File: config.mk
export PLATFORM = sky130hd
export DESIGN_NAME = agz_ctrl
export DESIGN_NICKNAME = d
export VERILOG_FILES = /design/src/agz_pkg.sv /design/src/agz_scale_if.sv /design/src/agz_ctrl.sv /design/src/agz_gain_shift.sv
export SDC_FILE = /design/constraint.sdc
export NUM_CORES = 1
export LEC_CHECK = 0
export BUFFER_PORTS_ARGS = -buffer_cell sky130_fd_sc_hd__buf_4
export CAP_MARGIN = 20
export CORE_MARGIN = 2
export CORE_UTILIZATION = 60
export DETAILED_ROUTE_END_ITERATION = 16
export PLACE_DENSITY = 0.85
export SLEW_MARGIN = 10
export SYNTH_ARGS = -nofsm -noshare
export SYNTH_HDL_FRONTEND = slang
export SYNTH_SLANG_ARGS = --single-unit
export TNS_END_PERCENT = 5
File: constraint.sdc
create_clock -name pclk -period 11.5 [get_ports pclk]
set_clock_uncertainty 0.05 [all_clocks]
set_input_delay 2.3 -clock pclk [delete_from_list [all_inputs] [get_ports pclk]]
set_output_delay 2.3 -clock pclk [all_outputs]
set_load 0.01 [all_outputs]
File: src/agz_pkg.sv
package agz_pkg;
   // Register byte addresses
   localparam logic [7:0] ADDR_INPUT_SEL  = 8'h00;
   localparam logic [7:0] ADDR_SECOND_CFG = 8'h04;
   localparam logic [7:0] ADDR_BURNOUT    = 8'h08;
   localparam logic [7:0] ADDR_CONV_CTRL  = 8'h0c;
   localparam logic [7:0] ADDR_RESULT     = 8'h10;
   localparam logic [7:0] ADDR_STATUS     = 8'h14;
   localparam logic [7:0] ADDR_SCAN_STEP  = 8'h18;

   // Input select code that pairs the two temperature diodes
   localparam logic [7:0] TEMP_PAIR_CODE  = 8'hde;

   // Second configuration register field positions
   localparam int GAIN_LSB                = 0;
   localparam int OFFSET_CANCEL_BIT       = 3;

   // Reset values
   localparam logic [7:0]  INPUT_SEL_RST  = 8'h01;
   localparam logic [2:0]  GAIN_RST       = 3'h1;
   localparam logic        OFFSET_CANCEL_RST = 1'b0;
   localparam logic [1:0]  BURNOUT_RST    = 2'h0;
   localparam logic [1:0]  CONVERSION_MODE_RST = 2'h0;

   // Conversion mode encodings
   localparam logic [1:0]  MODE_CONTINUOUS = 2'h3;
   localparam logic [1:0]  MODE_ONE_SHOT   = 2'h2;

   // Gain codes: the two that add digital gain, and the analog cap at sixteen
   localparam logic [2:0]  GAIN_X32       = 3'h6;
   localparam logic [2:0]  GAIN_X64       = 3'h7;
   localparam logic [2:0]  GAIN_X16       = 3'h5;

   // Result width and extremes
   localparam int          RES_W          = 24;
   localparam logic [23:0] RES_MAX        = 24'h7fffff;
   localparam logic [23:0] RES_MIN        = 24'h800000;

   // Conversion time for one modulator pass
   localparam int          CONV_TIME_NS   = 10000;
   localparam int          CLK_PERIOD_NS  = 100;
   localparam logic [15:0] CONV_CYCLES    = 16'((CONV_TIME_NS + CLK_PERIOD_NS - 1)
                                                / CLK_PERIOD_NS);

   // Sequencer states
   typedef enum logic [4:0] {
      ST_IDLE   = 5'b00001,
      ST_NORMAL = 5'b00010,
      ST_SWAP   = 5'b00100,
      ST_RESULT = 5'b01000,
      ST_FLUSH  = 5'b10000
   } agz_state_t;
endpackage

File: src/agz_scale_if.sv
`timescale 1ns/100ps
// Scaling request from the sequencer to the digital gain stage
interface agz_scale_if;
   logic [24:0] raw;
   logic [2:0]  gain;
   logic [23:0] scaled;
   modport ctrl (output raw, output gain, input scaled);
   modport unit (input raw, input gain, output scaled);
endinterface

File: src/agz_ctrl.sv
`timescale 1ns/100ps
module agz_ctrl (
   // APB
   input  wire logic        pclk,
   input  wire logic        presetn,
   input  wire logic        psel,
   input  wire logic        penable,
   input  wire logic        pwrite,
   input  wire logic [7:0]  paddr,
   input  wire logic [31:0] pwdata,
   output logic      [31:0] prdata,
   output logic             pready,
   output logic             pslverr,
   // Modulator and filter
   input  wire logic        filt_valid,
   input  wire logic [23:0] filt_data,
   output logic             filt_reset,
   output logic             input_swap,
   output logic             conv_run,
   // Analog front end controls
   output logic [7:0]       mux_select,
   output logic [2:0]       analog_gain_code,
   output logic [1:0]       burnout_current,
   output logic             diode_bias_enable,
   output logic             temp_diode_route,
   // Result
   output logic             result_valid,
   output logic [23:0]      conversion_result
);
   typedef struct packed {
      logic [7:0]             input_sel;
      logic [2:0]             gain;
      logic                   offset_cancel_enable;
      logic [1:0]             burnout_sel;
      logic [1:0]             conversion_mode_select;
      logic                   scan_temp;
      logic                   start;
      agz_pkg::agz_state_t    st;
      logic [15:0]            cnt;
      logic signed [23:0]     first;
      logic [23:0]            result;
      logic                   rvalid;
      logic                   fresh;
      logic [31:0]            rdata;
      logic                   overrun;
   } agz_state_s_t;

   agz_state_s_t s_q;
   agz_state_s_t s_d;
   agz_scale_if  sif ();
   logic         temp_sel;
   logic         wr_en;
   logic         rd_en;
   logic         mapped;
   logic         cont;

   // Scaling unit, shared by both result paths
   agz_gain_shift u_scale (
      .sif (sif.unit)
   );

   assign wr_en = psel && penable && pwrite;
   assign rd_en = psel && penable && !pwrite;
   assign cont  = s_q.conversion_mode_select == agz_pkg::MODE_CONTINUOUS;
   assign mapped = paddr inside {agz_pkg::ADDR_INPUT_SEL, agz_pkg::ADDR_SECOND_CFG,
                                 agz_pkg::ADDR_BURNOUT, agz_pkg::ADDR_CONV_CTRL,
                                 agz_pkg::ADDR_RESULT, agz_pkg::ADDR_STATUS,
                                 agz_pkg::ADDR_SCAN_STEP};

   // Diodes count as selected from either the select field or a scan step
   assign temp_sel = (s_q.input_sel == agz_pkg::TEMP_PAIR_CODE) || s_q.scan_temp;

   // Front end drive; burnout is gated, never rewritten
   assign mux_select        = s_q.input_sel;
   assign temp_diode_route  = temp_sel;
   assign burnout_current   = temp_sel ? 2'h0 : s_q.burnout_sel;
   assign diode_bias_enable = temp_sel;
   // Analog gain saturates at sixteen; the rest is done digitally
   assign analog_gain_code  = (s_q.gain > agz_pkg::GAIN_X16) ?
                              agz_pkg::GAIN_X16 : s_q.gain;
   assign input_swap        = s_q.st == agz_pkg::ST_SWAP;
   assign conv_run          = (s_q.st == agz_pkg::ST_NORMAL) || (s_q.st == agz_pkg::ST_SWAP);
   assign filt_reset        = s_q.st == agz_pkg::ST_FLUSH;
   assign result_valid      = s_q.fresh;
   assign conversion_result = s_q.result;
   assign prdata            = s_q.rdata;
   assign pready            = 1'b1;
   assign pslverr           = psel && penable && !mapped;

   // Raw value to scale: half difference in offset-cancel mode, else plain
   always_comb begin
      sif.gain = s_q.gain;
      if (s_q.offset_cancel_enable) begin
         // One extra fraction bit holds the halving so rounding is exact
         sif.raw = 25'(signed'(s_q.first)) - 25'(signed'(filt_data));
      end else begin
         sif.raw = 25'(signed'(filt_data)) <<< 1;
      end
   end

   // Next state: register writes, read mux and conversion sequencer
   always_comb begin
      s_d       = s_q;
      s_d.fresh = 1'b0;
      s_d.start = 1'b0;
      if (wr_en) begin
         case (paddr)
            agz_pkg::ADDR_INPUT_SEL: begin
               s_d.input_sel = pwdata[7:0];
            end
            agz_pkg::ADDR_SECOND_CFG: begin
               s_d.gain = pwdata[agz_pkg::GAIN_LSB +: 3];
               s_d.offset_cancel_enable = pwdata[agz_pkg::OFFSET_CANCEL_BIT];
            end
            agz_pkg::ADDR_BURNOUT: begin
               s_d.burnout_sel = pwdata[1:0];
            end
            agz_pkg::ADDR_CONV_CTRL: begin
               s_d.conversion_mode_select = pwdata[1:0];
               s_d.start = pwdata[4];
            end
            agz_pkg::ADDR_SCAN_STEP: begin
               s_d.scan_temp = pwdata[0];
            end
            default: begin
            end
         endcase
      end
      if (psel && !penable && !pwrite) begin
         case (paddr)
            agz_pkg::ADDR_INPUT_SEL:  s_d.rdata = {24'h000000, s_q.input_sel};
            agz_pkg::ADDR_SECOND_CFG: s_d.rdata = {28'h0000000, s_q.offset_cancel_enable,
                                                   s_q.gain};
            agz_pkg::ADDR_BURNOUT:    s_d.rdata = {30'h00000000, s_q.burnout_sel};
            agz_pkg::ADDR_CONV_CTRL:  s_d.rdata = {30'h00000000, s_q.conversion_mode_select};
            agz_pkg::ADDR_RESULT:     s_d.rdata = {8'h00, s_q.result};
            agz_pkg::ADDR_STATUS:     s_d.rdata = {25'h0000000, s_q.st, s_q.overrun,
                                                   s_q.rvalid};
            agz_pkg::ADDR_SCAN_STEP:  s_d.rdata = {31'h00000000, s_q.scan_temp};
            default:                  s_d.rdata = 32'h00000000;
         endcase
      end
      // Reading the result clears ready; a new result in the same cycle wins
      if (rd_en && paddr == agz_pkg::ADDR_RESULT) begin
         s_d.rvalid = 1'b0;
      end
      case (s_q.st)
         agz_pkg::ST_IDLE: begin
            s_d.cnt = 16'h0000;
            if (s_q.start || cont) begin
               s_d.st = agz_pkg::ST_NORMAL;
            end
         end
         agz_pkg::ST_NORMAL: begin
            s_d.cnt = s_q.cnt + 16'h0001;
            if (filt_valid) begin
               s_d.cnt = 16'h0000;
               if (s_q.offset_cancel_enable) begin
                  // First half kept; swapped pass follows at once
                  s_d.first = signed'(filt_data);
                  s_d.st    = agz_pkg::ST_SWAP;
               end else begin
                  s_d.result = sif.scaled;
                  s_d.st     = agz_pkg::ST_RESULT;
               end
            end
         end
         agz_pkg::ST_SWAP: begin
            s_d.cnt = s_q.cnt + 16'h0001;
            if (filt_valid) begin
               s_d.cnt    = 16'h0000;
               s_d.result = sif.scaled;
               s_d.st     = agz_pkg::ST_RESULT;
            end
         end
         agz_pkg::ST_RESULT: begin
            s_d.overrun = s_q.rvalid;
            s_d.rvalid  = 1'b1;
            s_d.fresh   = 1'b1;
            // Continuous with offset cancel restarts as a fresh one-shot
            if (cont && s_q.offset_cancel_enable) begin
               s_d.st = agz_pkg::ST_FLUSH;
            end else if (cont) begin
               s_d.st = agz_pkg::ST_NORMAL;
            end else begin
               s_d.st = agz_pkg::ST_IDLE;
            end
         end
         agz_pkg::ST_FLUSH: begin
            // One cycle of filter reset, then straight into the next pass
            s_d.st = agz_pkg::ST_NORMAL;
         end
         default: begin
            s_d.st = agz_pkg::ST_IDLE;
         end
      endcase
   end

   // State register
   always_ff @(posedge pclk or negedge presetn) begin
      if (!presetn) begin
         s_q                        <= '0;
         s_q.input_sel              <= agz_pkg::INPUT_SEL_RST;
         s_q.gain                   <= agz_pkg::GAIN_RST;
         s_q.offset_cancel_enable   <= agz_pkg::OFFSET_CANCEL_RST;
         s_q.burnout_sel            <= agz_pkg::BURNOUT_RST;
         s_q.conversion_mode_select <= agz_pkg::CONVERSION_MODE_RST;
         s_q.st                     <= agz_pkg::ST_IDLE;
      end else begin
         s_q <= s_d;
      end
   end

   // A plain pass finishing this cycle; shared by the scaling checks below
   logic plain_done;
   assign plain_done = s_q.st == agz_pkg::ST_NORMAL && filt_valid && !s_q.offset_cancel_enable;
endmodule

File: src/agz_gain_shift.sv
`timescale 1ns/100ps
// Digital gain stage: shift, round, then clamp
module agz_gain_shift (
   // Request and answer
   agz_scale_if.unit sif
);
   logic signed [27:0] wide;
   logic signed [27:0] rnd;
   logic signed [27:0] hi;
   logic signed [27:0] lo;

   // Shift left by one or two for the top two codes, plain pass otherwise
   always_comb begin
      wide = 28'(signed'(sif.raw));
      if (sif.gain == agz_pkg::GAIN_X32) begin
         wide = 28'(signed'(sif.raw)) <<< 1;
      end else if (sif.gain == agz_pkg::GAIN_X64) begin
         wide = 28'(signed'(sif.raw)) <<< 2;
      end
      // Raw carries one extra fraction bit from the halving; round half up
      rnd = (wide + 28'sd1) >>> 1;
      hi  = 28'(signed'(agz_pkg::RES_MAX));
      lo  = 28'(signed'(agz_pkg::RES_MIN));
      // Saturate instead of wrapping, so a large input never flips sign
      if (rnd > hi) begin
         sif.scaled = agz_pkg::RES_MAX;
      end else if (rnd < lo) begin
         sif.scaled = agz_pkg::RES_MIN;
      end else begin
         sif.scaled = rnd[23:0];
      end
   end
endmodule

## Yosys cells after proc, flatten, opt, wreduce, memory -nomap -nowiden

Index checks and enable logic that the tools add are counted.

| word-level totals | value |
|---|---|
| bits in registers | 122 |
| input bits | 70 |
| output and inout bits | 77 |
| logic and storage cells | 91 |

| cells by class | value |
|---|---|
| add/subtract/negate cells | 3 |
| $lt $le $gt $ge | 3 |
| equal/unequal tests | 19 |
| multiplexer cells | 24 |
| reductions and logical operators | 27 |

Operator list:

| cell | count |
|---|---|
| case mux 24 bit (7 select lines) | 1 |
| two-way mux 24 bit | 5 |
| two-way mux 69 bit | 1 |
| two-way mux 26 bit | 2 |
| case mux 16 bit (3 select lines) | 1 |
| case mux 24 bit (2 select lines) | 1 |
| adder 27 x 2 -> 28 bit (second input constant) | 1 |
| greater-than comparator 27 x 24 -> 1 bit (second input constant) | 1 |
| < comparator 27 x 24 -> 1 bit (second input constant) | 1 |
| two-way mux 25 bit | 1 |
| case mux 5 bit (5 select lines) | 1 |
| subtractor 24 x 24 -> 25 bit | 1 |
| == test 8 x 5 -> 1 bit (second input constant) | 3 |
| two-way mux 21 bit | 1 |
| adder 16 x 1 -> 16 bit (second input constant) | 1 |
| == test 8 x 4 -> 1 bit (second input constant) | 2 |
| two-way mux 5 bit | 2 |
| AND reduction 2 bit | 5 |
| == test 8 x 3 -> 1 bit (second input constant) | 1 |
| == test 8 bit (second input constant) | 1 |
| logical AND 1 bit | 8 |
| logical NOT 8 bit | 1 |
| != test 2 bit (second input constant) | 4 |
| nonzero test 7 bit | 1 |
| other kinds (18) | 29 |

## Depth between registers and ports, before layout

| depth | value |
|---|---|
| depth in word-level cells | 11 |
| depth in mapped cells | 18 |
| mapped depth without buffers | 16 |

## Modules after synthesis

From an unflattened synthesis, not the netlist that was laid out.

| unflattened totals | value |
|---|---|
| cell total of the unflattened synthesis | 862 |
| area total of the unflattened synthesis | 7785.0 µm² |

By module, submodules not included:

| module | times used | cells an instance | area each (µm²) | seq. area each (µm²) |
|---|---|---|---|---|
| agz_ctrl | 1 | 658 | 6268.5 | 2456.1 |
| agz_gain_shift | 1 | 204 | 1516.5 | 0.0 |

## Worst setup path before layout

OpenSTA, ideal clock, no wires.

| timing | value |
|---|---|
| kind | input -> output |
| from | input paddr[2] |
| to | output pslverr |
| arrival time | 3.493 ns |
| setup slack | 5.657 ns |
| cell stages on the path | 5 |
| buffers on the path | 3 |
| cells stage by stage | clkbuf_1 -> clkbuf_1 -> clkbuf_1 -> nand3_1 -> a21oi_1 |

| between the ends | value |
|---|---|
| word-level cells in the longest chain between the ends | 4 |
| elaborated cells on any way between the ends | 10 |

RTL lines:

| what | line | source |
|---|---|---|
| start, declared | agz_ctrl.sv:9 | `input wire logic [7:0] paddr,` |
| == test 8 x 3 -> 1 bit, or another cell as far along | agz_ctrl.sv:65 | `assign mapped = paddr inside {agz_pkg::ADDR_INPUT_SEL, agz_pkg::ADDR_SECOND_CFG,` |
| nonzero test 7 bit * | agz_ctrl.sv:65 |  |
| logical NOT 1 bit * | agz_ctrl.sv:88 | `assign pslverr = psel && penable && !mapped;` |
| logical AND 1 bit * | agz_ctrl.sv:88 |  |
| end, declared | agz_ctrl.sv:13 | `output logic pslverr,` |

Mark *: on every way between the ends. The rest lies on a longest branch, timed or not.

## Worst setup path after layout

| timing | value |
|---|---|
| from | input filt_data[4] |
| to | register s_q (netlist bit conversion_result[0]) |

| between the ends | value |
|---|---|
| word-level cells in the longest chain between the ends | 11 |
| elaborated cells on any way between the ends | 13 |

RTL lines:

| what | line | source |
|---|---|---|
| start, declared | agz_ctrl.sv:16 | `input wire logic [23:0] filt_data,` |
| subtractor 24 x 24 -> 25 bit | agz_ctrl.sv:95 | `sif.raw = 25'(signed'(s_q.first)) - 25'(signed'(filt_data));` |
| two-way mux 25 bit * | agz_ctrl.sv:93 | `if (s_q.offset_cancel_enable) begin` |
| two-way mux 26 bit | agz_gain_shift.sv:17 | `end else if (sif.gain == agz_pkg::GAIN_X64) begin` |
| two-way mux 26 bit | agz_gain_shift.sv:15 | `if (sif.gain == agz_pkg::GAIN_X32) begin` |
| adder 27 x 2 -> 28 bit * | agz_gain_shift.sv:21 | `rnd = (wide + 28'sd1) >>> 1;` |
| < comparator 27 x 24 -> 1 bit | agz_gain_shift.sv:27 | `end else if (rnd < lo) begin` |
| two-way mux 24 bit | agz_gain_shift.sv:27 |  |
| two-way mux 24 bit * | agz_gain_shift.sv:25 | `if (rnd > hi) begin` |
| two-way mux 24 bit | agz_ctrl.sv:158 | `if (s_q.offset_cancel_enable) begin` |
| two-way mux 69 bit | agz_ctrl.sv:156 | `if (filt_valid) begin` |
| case mux 24 bit (2 select lines) * | agz_ctrl.sv:147 | `case (s_q.st)` |
| end, declared | agz_ctrl.sv:48 | `agz_state_s_t s_q;` |

Mark *: on every way between the ends. The rest lies on a longest branch, timed or not. The select of a mux whose other input is x is not followed.
A chain may end at the register's enable or synchronous reset.

==> impl_metrics.ini <==
[outcome]
status = complete, no violations

[cts]
cts_hold_buffers = 0
clk_path_buf_depth = 2
post_cts_buffers = 0
postCtsResizedCells = 0
numCtsBuffers = 9
path_clk_slew_ns = 0.08
root_buffer = clkbuf_16
cts_sinks = 98
insertion_delay_ns = 0.36
cts_tree = done
cts_max_level = 3

[sta]
period_minus_slack_ns = 6.35
finalMaxSlewViolations = 0
slew_headroom = 0.324
setup_viol = 0
tightest_slew_ns = 1.01
setup-tns-final_ns = 0
rsz0062_at_grt = false
hold_viol = 0
clock.fmax_ghz = 0.158
fin_crit_sh = 0.552

[synth]
ys_types = 92
avgSynthCellArea_sq_um = 8.59
synth_edf_count = 0
yosysSeqAreaShare = 0.295
synthTopCellsByArea = dfrtp_1 29%, buf_4 6.3%, mux2_2 5.3%
synth-seq-cells = 98
syn_inst = 970
synth_top_cell_by_area = dfrtp_1
synth_area_sq_mm = 0.00833
synth_top_area_frac = 0.285
synth_flop_cell = dfrtp_1
ys_warn_count = 0
synthArstFlopShare = 1.00

[floorplanning]
chipWidth_um = 122
initial_core_util = 0.607
rows = 43
die_area_sq_mm = 0.0148
io_pins = 147
die_y_um = 122
core_area_sq_mm = 0.0137

[route]
first_pass_iters = 5
drt-initial-drc-count = 852
viasPerCell = 6.18
dr_total_vias = 7253
wl_per_cell_um = 17.3
ant_nets = 0
drc = 0
wirelength_mm = 20.4

[power_and_ir_drop]
p_per_area_mw_per_mm2 = 238
p_clk_frac = 0.152
p_leak_nw = 4.11
p_int_mw = 1.13
p_switching_mw = 1.01
p_comb_frac = 0.625
p_sw_frac = 0.472
power.sequential.fraction = 0.224
vdd_ir_drop_max_mv = 0.129

[grt]
grt_remaining_overflow = 0
antenna_found_initial = 0
grt_pass1_vias = 6461
grt_usage = 0.277
grt_pass1_wl_mm = 32.8
grt_max_degree = 71

[placed_design]
portBuffers = 113
gp_congestion = 0.944
dp.cells = 1157
hpwl_mm = 15.1

[critical_path]
crit_slowest_cell = o21bai_2
path_cells = buf_4 > inv_1 > ha_1 > a21oi_2 > nand2_1 > o21ai_0 > xnor2_1 > nand2_1 > o21ai_0 > nand3_1 > nor4_4 > nand3_2 > o21bai_2 > o21ai_0 > a21oi_1
setup.worst_path.end_class = register
path_common_cell = o21ai_0
slowest_delay_ns = 0.76
worstSetupPathType = in -> reg
cp_data_arrival_time_ns = 6.58
startpoint_type = input port
crit_fanout = 24
crit_required_ns = 11.73

[run]
maxCapViolations = 0

[cells_and_area]
nets = 1084
antennaDiodeCount = 0
drive_above_1_share = 0.241
area_growth_pct = 8.35
finalNonFillerCells = 1173
final_util = 0.658

[hold_path]
worst_hold_path_type = reg -> reg
[through the flow]
stage | cell area, sq um | setup WS (ns) | total power [mW] | hold WS, ns
detailed placement | 8710 | 4.81 | 1.80 | 0.423
global route | 9030 | 4.74 | 2.30 | 0.468
finish | 9030 | 5.15 | 2.15 | 0.436
CTS | 9030 | 5.18 | 2.13 | 0.441
floorplan | 8360 | 5.66 | 1.55 | 0.396
global placement | 8710 | 4.92 | 1.76 | 0.410
[cell families after synthesis]
logic type,share of synthesized area
compound gates,0.246
xor+xnor,0.0284
fa+ha+maj,0.0399
buf+inv,0.114
flops,0.295
mux,0.0932
other cells,0.000901
simple gates,0.183
[worst max-delay path: cells and delay by family]
kind                     cells  cell delay (ns)
buffers and inverters        2             0.13
AO/OA/AOI/OAI                6             2.52
XOR/XNOR                     1             0.19
AND/OR/NAND/NOR              5             1.04
adder cells (fa/ha/maj)      1             0.39
[layout make-up]
cell class,count,area [sq um]
Multi-Input combinational cell,715,4960
Timing Repair Buffer,121,908
Fill cell,1159,4690
Sequential cell,98,2460
Inverter,43,161
Clock inverter,7,95.1
Tap cell,180,225
Clock buffer,9,225
[path summary, 6_finish.rpt]
path	slack [ns]	depth (start not counted)	from	to
max	5.15	15	filt_data[4]	conversion_result[0]$_DFFE_PN0P_
min	0.44	2	prdata[1]$_DFFE_PN0P_	prdata[1]$_DFFE_PN0P_
max reg2reg	5.76	16	s_q[110]$_DFFE_PN0P_	conversion_result[0]$_DFFE_PN0P_
min reg2reg	0.44	2	prdata[1]$_DFFE_PN0P_	prdata[1]$_DFFE_PN0P_
max in group asynchronous	8.42	2	presetn	s_q[82]$_DFFE_PN0P_
min in group asynchronous	1.91	1	presetn	s_q[107]$_DFFE_PN0P_
[power by group through the flow]
stage | Sequential [mW] | Clock (mW) | Combinational, mW
2_1_floorplan | 0.466 | 0 | 1.08
3_3_place_gp | 0.482 | 0 | 1.28
3_5_place_dp | 0.487 | 0 | 1.31
4_1_cts | 0.480 | 0.331 | 1.32
5_1_grt | 0.489 | 0.346 | 1.47
6_report | 0.480 | 0.326 | 1.34
[flip-flops by register name, summed over array words and instances (netlist names)]
signal,flops
s_q,38
sif.gain,3
mux_select,8
conversion_result,24
prdata,24
result_valid,1
[synthesized netlist by cell type (all sizes together) (15+ instances only)]
cell type,instances
buf,96
dfrtp,95
nor2,89
nand2,79
a21oi,72
o21ai,70
inv,42
mux2,40
clkbuf,25
ha,25
mux2i,23
nand3,23
a22o,22
nor3,22
xnor2,16
a211oi,15
[routing by layer]
layer / global-route usage / vias up / part of all wire
met1: 0.403 / 3435 / 0.46
met2: 0.439 / 296 / 0.46
li1: - / 3496 / -
met5: 0 / - / 0
met4: 0.0783 / 0 / 0.018
met3: 0.0332 / 26 / 0.065
[layout by cell type (no fill, tap or decap), types with 22 or more instances in the layout]
cell,n
o21ai_1,22
nor2_1,88
nand2_1,79
nand3_1,22
inv_1,42
a21oi_2,26
mux2_2,39
dfrtp_1,94
buf_4,121
a22o_1,22
o21ai_0,44
nor3_1,22
ha_1,25
a21oi_1,46
(Power assumes the default switching activity.)
